**src/logic/ecs_pkg.sv**
```systemverilog
// Package for the exception control and state register block.
// Assumes a single 50 MHz core clock and a synchronous active-high reset.
package ecs_pkg;
    // ------------------------------------------------------------
    // Register offsets
    // ------------------------------------------------------------
    localparam logic [15:0] ECS_OFF_CTRL_STATE = 16'hED04;
    localparam logic [15:0] ECS_OFF_VECTOR_BASE = 16'hED08;
    localparam logic [15:0] ECS_OFF_RESET_CTRL = 16'hED0C;
    // ------------------------------------------------------------
    // Field positions
    // ------------------------------------------------------------
    localparam int ECS_BIT_NMI_SET = 31;
    localparam int ECS_BIT_DEFER_SET = 28;
    localparam int ECS_BIT_DEFER_CLR = 27;
    localparam int ECS_BIT_TICK_SET = 26;
    localparam int ECS_BIT_TICK_CLR = 25;
    localparam int ECS_BIT_PREEMPT = 23;
    localparam int ECS_BIT_EXT_PEND = 22;
    localparam int ECS_TOP_PEND_LSB = 12;
    localparam int ECS_VBASE_LSB = 8;
    localparam int ECS_KEY_LSB = 16;
    localparam int ECS_BIT_BYTE_ORDER = 15;
    localparam int ECS_BIT_SYSRST = 2;
    localparam int ECS_BIT_CLR_ACTIVE = 1;
    localparam int ECS_EXC_W = 9;
    localparam int ECS_VBASE_W = 24;
    // ------------------------------------------------------------
    // Values
    // ------------------------------------------------------------
    localparam logic [15:0] ECS_WRITE_KEY = 16'h05FA;
    localparam logic [23:0] ECS_VBASE_RESET = 24'h000000;
    localparam logic [8:0] ECS_EXC_NONE = 9'h000;
    localparam logic ECS_LITTLE_ENDIAN = 1'b0;
endpackage

```
**src/logic/ecs_if.sv**
```systemverilog
// Interface joining the register block and the core-side exception logic.
// Assumes both ends run on the same SYS_CLK.
`timescale 1ns/1ps
interface ecs_if;
    logic nmi_pending;
    logic nmi_taken;
    logic nmi_raise;
    logic defer_pending;
    logic defer_taken;
    logic tick_pending;
    logic tick_taken;
    logic tick_raise;
    logic [8:0] top_pending_exception_number;
    logic [8:0] active_exception_number;
    logic external_irq_pending;
    logic interrupt_will_preempt;
    logic core_halted;
    logic debug_interrupt_mask;
    logic clear_all_active_state;
    logic system_reset_request;

    modport regs (
        output nmi_pending, output defer_pending, output tick_pending,
        output clear_all_active_state, output system_reset_request,
        input nmi_taken, input nmi_raise, input defer_taken, input tick_taken,
        input tick_raise, input top_pending_exception_number,
        input active_exception_number, input external_irq_pending,
        input interrupt_will_preempt, input core_halted, input debug_interrupt_mask
    );
    modport core (
        input nmi_pending, input defer_pending, input tick_pending,
        input clear_all_active_state, input system_reset_request,
        output nmi_taken, output nmi_raise, output defer_taken, output tick_taken,
        output tick_raise, output top_pending_exception_number,
        output active_exception_number, output external_irq_pending,
        output interrupt_will_preempt, output core_halted, output debug_interrupt_mask
    );
endinterface

```
**src/logic/ecs_regs.sv**
```systemverilog
// Exception control/state, vector base and keyed reset-control registers.
// Assumes software access over a plain strobe port, read data one cycle later.
//
// Operation
// (RL1) Write 1 bit 31 pends non-maskable
// (RL2) Non-maskable handler entered on detected set; code enters it only once no handler is active and the core is not halted
// (RL3) Handler entry clears non-maskable pending bit
// (RL4) Write 1 bit 28 pends deferred call
// (RL5) Write 1 bit 27 clears deferred call
// (RL6) Write 1 bit 26 pends tick
// (RL7) Write 1 bit 25 clears tick; write-only
// (RL8) Bit 23 preempt flag, only while halted
// (RL9) Bit 22 reports external interrupt pending
// (RL10) Field 20:12 top pending number, zero none
// (RL11) Top pending ignores primary interrupt mask
// (RL12) Field 8:0 active number, reset zero
// (RL13) Vector base bits 31:8, reset zero
// (RL14) Reset-control writes need key 0x05FA
// (RL15) Bit 15 reads zero, little-endian
// (RL16) Keyed bit 2 asserts system reset request
// (RL17) Outer system resets all but debug; here RST also clears the debug halt flag in ecs_core
// (RL18) Requested reset clears debug halt flag
// (RL19) Bit 1 self-clears, debugger while halted
// (RL20) Clear-active wipes active state, thread mode
// (RL21) Debugger reinitialises stack after clear-active
// (RL22) Reserved bits read zero, writes ignored
// (RL23) Set and clear together means clear
//
// Implementation choice: the address-and-strobe port.
`timescale 1ns/1ps
module ecs_regs
    import ecs_pkg::*;
(
    input wire logic SYS_CLK,
    input wire logic RST,
    input wire logic [15:0] ADDR,
    input wire logic [31:0] WDATA,
    input wire logic WR,
    input wire logic RD,
    input wire logic DEBUG_ACCESS,
    output logic [31:0] RDATA,
    output logic [23:0] VECTOR_BASE,
    ecs_if.regs LINK
);
    import ecs_pkg::*;

    logic wr_state;
    logic wr_vbase;
    logic wr_rst;
    logic key_ok;
    logic nmi_pend;
    logic defer_pend;
    logic tick_pend;
    logic sysrst;
    logic clr_active;
    logic [23:0] vbase;
    logic [31:0] next_rdata;
    logic [31:0] state_word;
    logic [31:0] vbase_word;
    logic [31:0] reset_word;

    // ------------------------------------------------------------
    // Write decode
    // ------------------------------------------------------------
    assign wr_state = WR && (ADDR == ECS_OFF_CTRL_STATE);
    assign wr_vbase = WR && (ADDR == ECS_OFF_VECTOR_BASE);
    assign wr_rst = WR && (ADDR == ECS_OFF_RESET_CTRL);
    assign key_ok = WDATA[31:ECS_KEY_LSB] == ECS_WRITE_KEY; // RL14

    // ------------------------------------------------------------
    // Pending flags
    // ------------------------------------------------------------
    // Software or hardware set wins over handler-entry clear
    always_ff @(posedge SYS_CLK) begin
        if (RST) begin
            nmi_pend <= 1'b0;
        end else if ((wr_state && WDATA[ECS_BIT_NMI_SET]) || LINK.nmi_raise) begin
            nmi_pend <= 1'b1; // RL1 RL3
        end else if (LINK.nmi_taken) begin
            nmi_pend <= 1'b0; // RL3
        end
    end

    always_ff @(posedge SYS_CLK) begin
        if (RST) begin
            defer_pend <= 1'b0;
        end else if (wr_state && WDATA[ECS_BIT_DEFER_CLR]) begin
            defer_pend <= 1'b0; // RL5 RL23
        end else if (wr_state && WDATA[ECS_BIT_DEFER_SET]) begin
            defer_pend <= 1'b1; // RL4
        end else if (LINK.defer_taken) begin
            defer_pend <= 1'b0;
        end
    end

    // Timer event beats a clear written in the same cycle, so no tick is lost
    always_ff @(posedge SYS_CLK) begin
        if (RST) begin
            tick_pend <= 1'b0;
        end else if (LINK.tick_raise) begin
            tick_pend <= 1'b1; // RL6
        end else if (wr_state && WDATA[ECS_BIT_TICK_CLR]) begin
            tick_pend <= 1'b0; // RL7 RL23
        end else if (wr_state && WDATA[ECS_BIT_TICK_SET]) begin
            tick_pend <= 1'b1; // RL6
        end else if (LINK.tick_taken) begin
            tick_pend <= 1'b0;
        end
    end

    // ------------------------------------------------------------
    // Vector base and reset control
    // ------------------------------------------------------------
    always_ff @(posedge SYS_CLK) begin
        if (RST) begin
            vbase <= ECS_VBASE_RESET;
        end else if (wr_vbase) begin
            vbase <= WDATA[31:ECS_VBASE_LSB]; // RL13
        end
    end

    // Request held until the outer reset arrives and clears it
    always_ff @(posedge SYS_CLK) begin
        if (RST) begin
            sysrst <= 1'b0;
        end else if (wr_rst && key_ok && WDATA[ECS_BIT_SYSRST]) begin
            sysrst <= 1'b1; // RL16 RL14
        end
    end

    // One-cycle pulse; only a halted-core debugger write counts
    always_ff @(posedge SYS_CLK) begin
        if (RST) begin
            clr_active <= 1'b0;
        end else begin
            clr_active <= wr_rst && key_ok && WDATA[ECS_BIT_CLR_ACTIVE]
                && DEBUG_ACCESS && LINK.core_halted; // RL19 RL20
        end
    end

    // ------------------------------------------------------------
    // Read path
    // ------------------------------------------------------------
    // Tick clear bit is write-only and reads zero
    always_comb begin
        state_word = 32'h00000000; // RL22
        state_word[ECS_BIT_NMI_SET] = nmi_pend; // RL1
        state_word[ECS_BIT_DEFER_SET] = defer_pend; // RL4
        state_word[ECS_BIT_TICK_SET] = tick_pend; // RL6
        state_word[ECS_BIT_PREEMPT] = LINK.core_halted
            && LINK.interrupt_will_preempt; // RL8
        state_word[ECS_BIT_EXT_PEND] = LINK.external_irq_pending; // RL9
        state_word[ECS_TOP_PEND_LSB +: ECS_EXC_W] =
            LINK.top_pending_exception_number; // RL10 RL11
        state_word[ECS_EXC_W-1:0] = LINK.active_exception_number; // RL12
    end

    always_comb begin
        vbase_word = 32'h00000000; // RL22
        vbase_word[31:ECS_VBASE_LSB] = vbase; // RL13
    end

    // Key field reads zero; byte order fixed little-endian
    always_comb begin
        reset_word = 32'h00000000; // RL22
        reset_word[ECS_BIT_BYTE_ORDER] = ECS_LITTLE_ENDIAN; // RL15
        reset_word[ECS_BIT_SYSRST] = sysrst; // RL16
    end

    // Unmapped offsets and idle cycles return zero
    always_comb begin
        next_rdata = 32'h00000000;
        if (RD) begin
            case (ADDR)
                ECS_OFF_CTRL_STATE: begin
                    next_rdata = state_word;
                end
                ECS_OFF_VECTOR_BASE: begin
                    next_rdata = vbase_word;
                end
                ECS_OFF_RESET_CTRL: begin
                    next_rdata = reset_word;
                end
                default: begin
                    next_rdata = 32'h00000000; // RL22
                end
            endcase
        end
    end

    always_ff @(posedge SYS_CLK) begin
        if (RST) begin
            RDATA <= 32'h00000000;
        end else begin
            RDATA <= next_rdata;
        end
    end

    // ------------------------------------------------------------
    // Outputs toward the core side
    // ------------------------------------------------------------
    assign VECTOR_BASE = vbase;
    assign LINK.nmi_pending = nmi_pend; // RL2
    assign LINK.defer_pending = defer_pend;
    assign LINK.tick_pending = tick_pend;
    assign LINK.system_reset_request = sysrst;
    assign LINK.clear_all_active_state = clr_active;
endmodule

```
**src/flat_wrapper.sv**
```systemverilog
// flat-port wrapper written by rule: the top's interface ports become plain ports
module ecs_regs_flat import ecs_pkg::*;
  (SYS_CLK, RST, ADDR, WDATA, WR, RD, DEBUG_ACCESS, RDATA, VECTOR_BASE, LINK_nmi_pending, LINK_defer_pending, LINK_tick_pending, LINK_clear_all_active_state, LINK_system_reset_request, LINK_nmi_taken, LINK_nmi_raise, LINK_defer_taken, LINK_tick_taken, LINK_tick_raise, LINK_top_pending_exception_number, LINK_active_exception_number, LINK_external_irq_pending, LINK_interrupt_will_preempt, LINK_core_halted, LINK_debug_interrupt_mask);
  ecs_if LINK_i ();
  input wire logic SYS_CLK;
  input wire logic RST;
  input wire logic [15:0] ADDR;
  input wire logic [31:0] WDATA;
  input wire logic WR;
  input wire logic RD;
  input wire logic DEBUG_ACCESS;
  output logic [31:0] RDATA;
  output logic [23:0] VECTOR_BASE;
  output wire logic [$bits(LINK_i.nmi_pending)-1:0] LINK_nmi_pending;
  output wire logic [$bits(LINK_i.defer_pending)-1:0] LINK_defer_pending;
  output wire logic [$bits(LINK_i.tick_pending)-1:0] LINK_tick_pending;
  output wire logic [$bits(LINK_i.clear_all_active_state)-1:0] LINK_clear_all_active_state;
  output wire logic [$bits(LINK_i.system_reset_request)-1:0] LINK_system_reset_request;
  input wire logic [$bits(LINK_i.nmi_taken)-1:0] LINK_nmi_taken;
  input wire logic [$bits(LINK_i.nmi_raise)-1:0] LINK_nmi_raise;
  input wire logic [$bits(LINK_i.defer_taken)-1:0] LINK_defer_taken;
  input wire logic [$bits(LINK_i.tick_taken)-1:0] LINK_tick_taken;
  input wire logic [$bits(LINK_i.tick_raise)-1:0] LINK_tick_raise;
  input wire logic [$bits(LINK_i.top_pending_exception_number)-1:0] LINK_top_pending_exception_number;
  input wire logic [$bits(LINK_i.active_exception_number)-1:0] LINK_active_exception_number;
  input wire logic [$bits(LINK_i.external_irq_pending)-1:0] LINK_external_irq_pending;
  input wire logic [$bits(LINK_i.interrupt_will_preempt)-1:0] LINK_interrupt_will_preempt;
  input wire logic [$bits(LINK_i.core_halted)-1:0] LINK_core_halted;
  input wire logic [$bits(LINK_i.debug_interrupt_mask)-1:0] LINK_debug_interrupt_mask;
  assign LINK_nmi_pending = LINK_i.nmi_pending;
  assign LINK_defer_pending = LINK_i.defer_pending;
  assign LINK_tick_pending = LINK_i.tick_pending;
  assign LINK_clear_all_active_state = LINK_i.clear_all_active_state;
  assign LINK_system_reset_request = LINK_i.system_reset_request;
  assign LINK_i.nmi_taken = LINK_nmi_taken;
  assign LINK_i.nmi_raise = LINK_nmi_raise;
  assign LINK_i.defer_taken = LINK_defer_taken;
  assign LINK_i.tick_taken = LINK_tick_taken;
  assign LINK_i.tick_raise = LINK_tick_raise;
  assign LINK_i.top_pending_exception_number = LINK_top_pending_exception_number;
  assign LINK_i.active_exception_number = LINK_active_exception_number;
  assign LINK_i.external_irq_pending = LINK_external_irq_pending;
  assign LINK_i.interrupt_will_preempt = LINK_interrupt_will_preempt;
  assign LINK_i.core_halted = LINK_core_halted;
  assign LINK_i.debug_interrupt_mask = LINK_debug_interrupt_mask;
  ecs_regs u_core (.SYS_CLK(SYS_CLK), .RST(RST), .ADDR(ADDR), .WDATA(WDATA), .WR(WR), .RD(RD), .DEBUG_ACCESS(DEBUG_ACCESS), .RDATA(RDATA), .VECTOR_BASE(VECTOR_BASE), .LINK(LINK_i));
endmodule
```
**config.mk**
```make
export PLATFORM = sky130hd
export DESIGN_NAME = ecs_regs_flat
export DESIGN_NICKNAME = d
export VERILOG_FILES = /design/src/logic/ecs_pkg.sv /design/src/logic/ecs_if.sv /design/src/logic/ecs_regs.sv /design/src/flat_wrapper.sv
export SDC_FILE = /design/constraint.sdc
export NUM_CORES = 1
export LEC_CHECK = 0
export BUFFER_PORTS_ARGS = -buffer_cell sky130_fd_sc_hd__buf_2
export CAP_MARGIN = 25
export CORE_MARGIN = 2
export CORE_UTILIZATION = 38
export CTS_BUF_LIST = sky130_fd_sc_hd__clkbuf_16
export DETAILED_ROUTE_END_ITERATION = 8
export HOLD_SLACK_MARGIN = 0.05
export PLACE_DENSITY_LB_ADDON = 0.1
export SYNTH_ARGS = -nofsm -noshare
export SYNTH_HDL_FRONTEND = slang
export SYNTH_SLANG_ARGS = --single-unit
export TNS_END_PERCENT = 50
```
**constraint.sdc**
```tcl
create_clock -name SYS_CLK -period 2.13 [get_ports SYS_CLK]
set_input_delay 0.5325 -clock SYS_CLK [delete_from_list [all_inputs] [get_ports SYS_CLK]]
set_output_delay 0.5325 -clock SYS_CLK [all_outputs]
set_load 0.03 [all_outputs]
```
**Word level (Yosys, flattened, before mapping)**

Cells that the tools add are included.

- Register bits after elaboration: 61
- Input bits: 80
- Output and inout port bits: 61

- Eq/ne operators: 4
- Bitwise gates (word level): 1
- Reductions and logical operators: 20
- Mux-type cells: 9

Operators by type and width:

| kind | count |
|---|---|
| 32-bit one-hot mux with 3 select lines | 1 |
| 16-bit == test, second input constant | 3 |
| 16-bit by 11-bit == test with 1-bit output, second input constant | 1 |
| 1-bit logical AND | 14 |
| 1-bit two-way mux | 8 |
| 2-bit nonzero test | 2 |
| 4-bit nonzero test | 1 |
| 2-bit OR reduction | 2 |
| 1-bit logical OR | 1 |
| 1-bit NOT | 1 |

**Logic depth before layout (Yosys ltp)**

- Word-level depth: 6
- Gate-level depth with buffers: 6

**Worst setup path after synthesis**

No wires, ideal clock.

- Kind: input -> register
- Start point: input ADDR[5]
- End point: register u_core.vbase[10] (netlist: u_core.VECTOR_BASE[10])
- Setup slack: -8 ps
- Data arrival time: 2005 ps
- Data required time: 1998 ps
- Cell stages on the path: 6
- Setup time: 132 ps
- Cells stage by stage: or4_4 > or4_1 > buf_4 > buf_6 > o21ai_1 > a21oi_1

- Cells in the longest elaborated chain, start to end: 2

RTL lines:

| item | line | text |
|---|---|---|
| start: declaration | flat_wrapper.sv:7 | `input wire logic [15:0] ADDR;` |
| 16-bit == test | ecs_regs.sv:66 | `assign wr_vbase = WR && (ADDR == ECS_OFF_VECTOR_BASE);` |
| 1-bit logical AND | ecs_regs.sv:66 |  |
| end signal: assignment | ecs_regs.sv:118 | `vbase <= WDATA[31:ECS_VBASE_LSB];` |
| end: declaration | ecs_regs.sv:56 | `logic [23:0] vbase;` |

No other way between the ends.
A chain may end at the register's enable or synchronous reset.

**Final worst setup path**

- Start point: input ADDR[5]
- End point: register u_core.vbase[14] (netlist: u_core.VECTOR_BASE[14])

Same word-level chain as after synthesis.

==> flow_metrics.env <==
export IMPL_post_cts_setup_buffers=0
export IMPL_drive_gt1_frac=0.433
export IMPL_crit_fanout=11
export IMPL_end_kind="flip-flop"
export IMPL_syn_nets=325
export IMPL_power_density_nw_per_um2=782
export IMPL_synth_top_cell_area_share=0.529
export IMPL_path_clk_slew_ns=0.05
export IMPL_seq_area_frac_synth=0.529
export IMPL_crit_arrival_ns=2.10
export IMPL_coreArea_sq_um=5890
export IMPL_path_cells="buf_2 > or4_4 > or4_4 > buf_4 > o21ai_1 > a21oi_1"
export IMPL_whs_ns=0.407
export IMPL_grt_overflow_total=0
export IMPL_grt_usage=0.210
export IMPL_synth_cell_types=36
export IMPL_cts_tree="done"
export IMPL_critical_path_max_stage_delay_ns=0.56
export IMPL_final_nets=465
export IMPL_vias=2337
export IMPL_cap_violations=0
export IMPL_synthTopCellsByArea="dfxtp_1 (53%), a21oi_1 (6.3%), nand3_1 (5.4%)"
export IMPL_gp_congestion=0.750
export IMPL_ir_worst_vdd_mv=0.468
export IMPL_chipWidth_microns=81.9
export IMPL_yosys_top_cells_count="dfxtp_1 (61), a21oi_1 (29), nand3_1 (25)"
export IMPL_cts_buffer_depth=2
export IMPL_critPathRequiredTime_ns=2.33
export IMPL_status="complete, no violations"
export IMPL_grt_busiest_layer="met2"
export IMPL_final_antenna_net_count=0
export IMPL_crit_top_cell="or4_4"
export IMPL_rr_endpoint="u_core.RDATA[2]$_SDFF_PP0_"
export IMPL_synth_most_common_cell="dfxtp_1"
export IMPL_die_area_sq_um=6710
export IMPL_slew_headroom=0.735
export IMPL_hpwl_mm=4.89
export IMPL_cts_num_sinks=61
export IMPL_finalSetupTns_ns=0
export IMPL_hold_class="in -> reg"
export IMPL_insertion_delay_ns=0.32
export IMPL_cts_resized=0
export IMPL_hold_end="u_core.RDATA[1]$_SDFF_PP0_"
export IMPL_grt_max_degree=40
export IMPL_leakagePower_uw=0.00155
export IMPL_wire_per_inst_microns=14.7
export IMPL_yosys_area_top_type="dfxtp_1"
export IMPL_worstMarginPinSlew_ns=0.397
export IMPL_floorplan_initialDensity=0.392
export IMPL_synth_edf_count=0
export IMPL_cts_made_buffers=9
export IMPL_drt_wl_total_mm=6.83
export IMPL_area_delta_synth_final_pct=47.9
export IMPL_rsz0062_at_grt="no"
export IMPL_drc=0
export IMPL_startpoint="ADDR[5]"
export IMPL_place_area_sq_um=3130
export IMPL_reg2reg_from="u_core.LINK.system_reset_request$_SDFFE_PP0P_"
export IMPL_startpoint_type="input port"
export IMPL_diodes=0
export IMPL_row_count=28
export IMPL_ctsRootBufferMaster="clkbuf_16"
export IMPL_grt_pass1_wl_mm=10.6
export IMPL_place_port_buffers=133
export IMPL_viasPerCell=5.03
export IMPL_min_path_cells=2
export IMPL_gr_usage_met2=0.336
export IMPL_first_pass_iters=4
export IMPL_grt_use_met3=0.0681
export IMPL_synthArstFlopShare=0
export IMPL_netlist_area_sq_um=2310
export IMPL_grtUsageMet1=0.262
export IMPL_crit_path_top_delay_cell="or4_4"
export IMPL_die_h_microns=81.9
export IMPL_final_area_sq_um=3410
export IMPL_hold_buffers=0
export IMPL_min_from="LINK_active_exception_number[1]"
export IMPL_finalClockSkew_ns=0.00383
export IMPL_antenna_found_initial=0
export IMPL_setup_viol_count_final=0
export IMPL_htreeDepth=3
export IMPL_slew_violations=0
export IMPL_yosysWarnings=0
export IMPL_finalCritPeriodShare=0.892
export IMPL_io_pins=141
export IMPL_reg2reg_depth=2
export IMPL_first_iter_violations=100
export IMPL_hold_viol=0
export IMPL_period_needed_ns=1.90
export IMPL_synthFlopType="dfxtp_1"
export IMPL_synthCells=245
export IMPL_rrSetupSlack_ns=1.33
export IMPL_grt_pass1_vias=2248
export IMPL_path_class="in -> reg"
export IMPL_max_freq_mhz=526
export IMPL_synth_seq_cells=61
export IMPL_synth_avg_cell_area_sq_um=9.42
layer usage:
layer	vias up	wire length [microns]
li1	1178	-
met1	1080	2950
met2	72	3340
met3	7	474
met4	0	58
met5	-	0
state kept, by name, summed over array words and instances, names as in the netlist:
| register | flops |
|---|---|
| u_core.RDATA | 32 |
| u_core.VECTOR_BASE | 24 |
| u_core.LINK.clear_all_active_state | 1 |
| u_core.LINK.defer_pending | 1 |
| u_core.LINK.nmi_pending | 1 |
| u_core.LINK.system_reset_request | 1 |
| u_core.LINK.tick_pending | 1 |
metrics by stage:
stage,power [uW],utilization,setup slack (ns),cells
4_1_cts,2690,0.580,0.214,465
5_1_grt,2770,0.580,0.0996,465
3_5_place_dp,1320,0.532,-0.118,449
3_3_place_gp,1320,0.532,-0.0854,449
6_report,2670,0.580,0.230,465
2_1_floorplan,1220,-,0.0644,245
cells in the final DEF (no fill, tap or decap), types with 5 or more instances in the layout:
cell type,n
o21ai_1,20
and2_1,16
nand3_1,25
a21oi_1,29
inv_1,7
nand4_1,5
nor2_1,16
buf_4,14
dfxtp_1,61
buf_2,133
clkbuf_16,9
a32oi_1,14
layout make-up:
type | count | area, sq um
clock inverters | 7 | 57.6
flip-flops and latches | 61 | 1220
multi-input cells | 158 | 982
well taps | 75 | 93.8
fillers | 561 | 2470
inverters | 6 | 22.5
repair buffers | 149 | 811
clock buffers | 9 | 225
worst max path at each step:
stage | endpoint | cells after the start
after global routing | u_core.RDATA[26]$_SDFF_PP0_ | 7
after detailed placement | u_core.RDATA[5]$_SDFF_PP0_ | 5
after global placement | u_core.LINK.nmi_pending$_SDFFE_PP0P_ | 7
final | u_core.VECTOR_BASE[14]$_SDFFE_PP0P_ | 6
after floorplan | u_core.VECTOR_BASE[10]$_SDFFE_PP0P_ | 6
after CTS | u_core.RDATA[5]$_SDFF_PP0_ | 5
worst max-delay path: cells and delay by family:
family / cells / cell delay (ns)
simple gates: 2 / 1.05
buf+inv: 2 / 0.30
compound gates: 2 / 0.22
kinds of logic (layout without fill, tap and decap cells):
group | count (synthesis) | in the layout | share of synthesized area
AO/OA/AOI/OAI | 71 | 71 | 0.183
buffers and inverters | 26 | 171 | 0.0547
flip-flops | 61 | 61 | 0.529
multiplexers | 1 | 1 | 0.00434
AND/OR/NAND/NOR | 86 | 86 | 0.229
power by group:
group,internal [uW],switching (uW),leakage [uW],total (uW)
sequential,1150,2.15,0.000492,1150
clock,885,490,0.000139,1370
combinational,69.1,77.8,0.000923,147
total,2100,570,0.00155,2670
(Power assumes the default switching activity.)
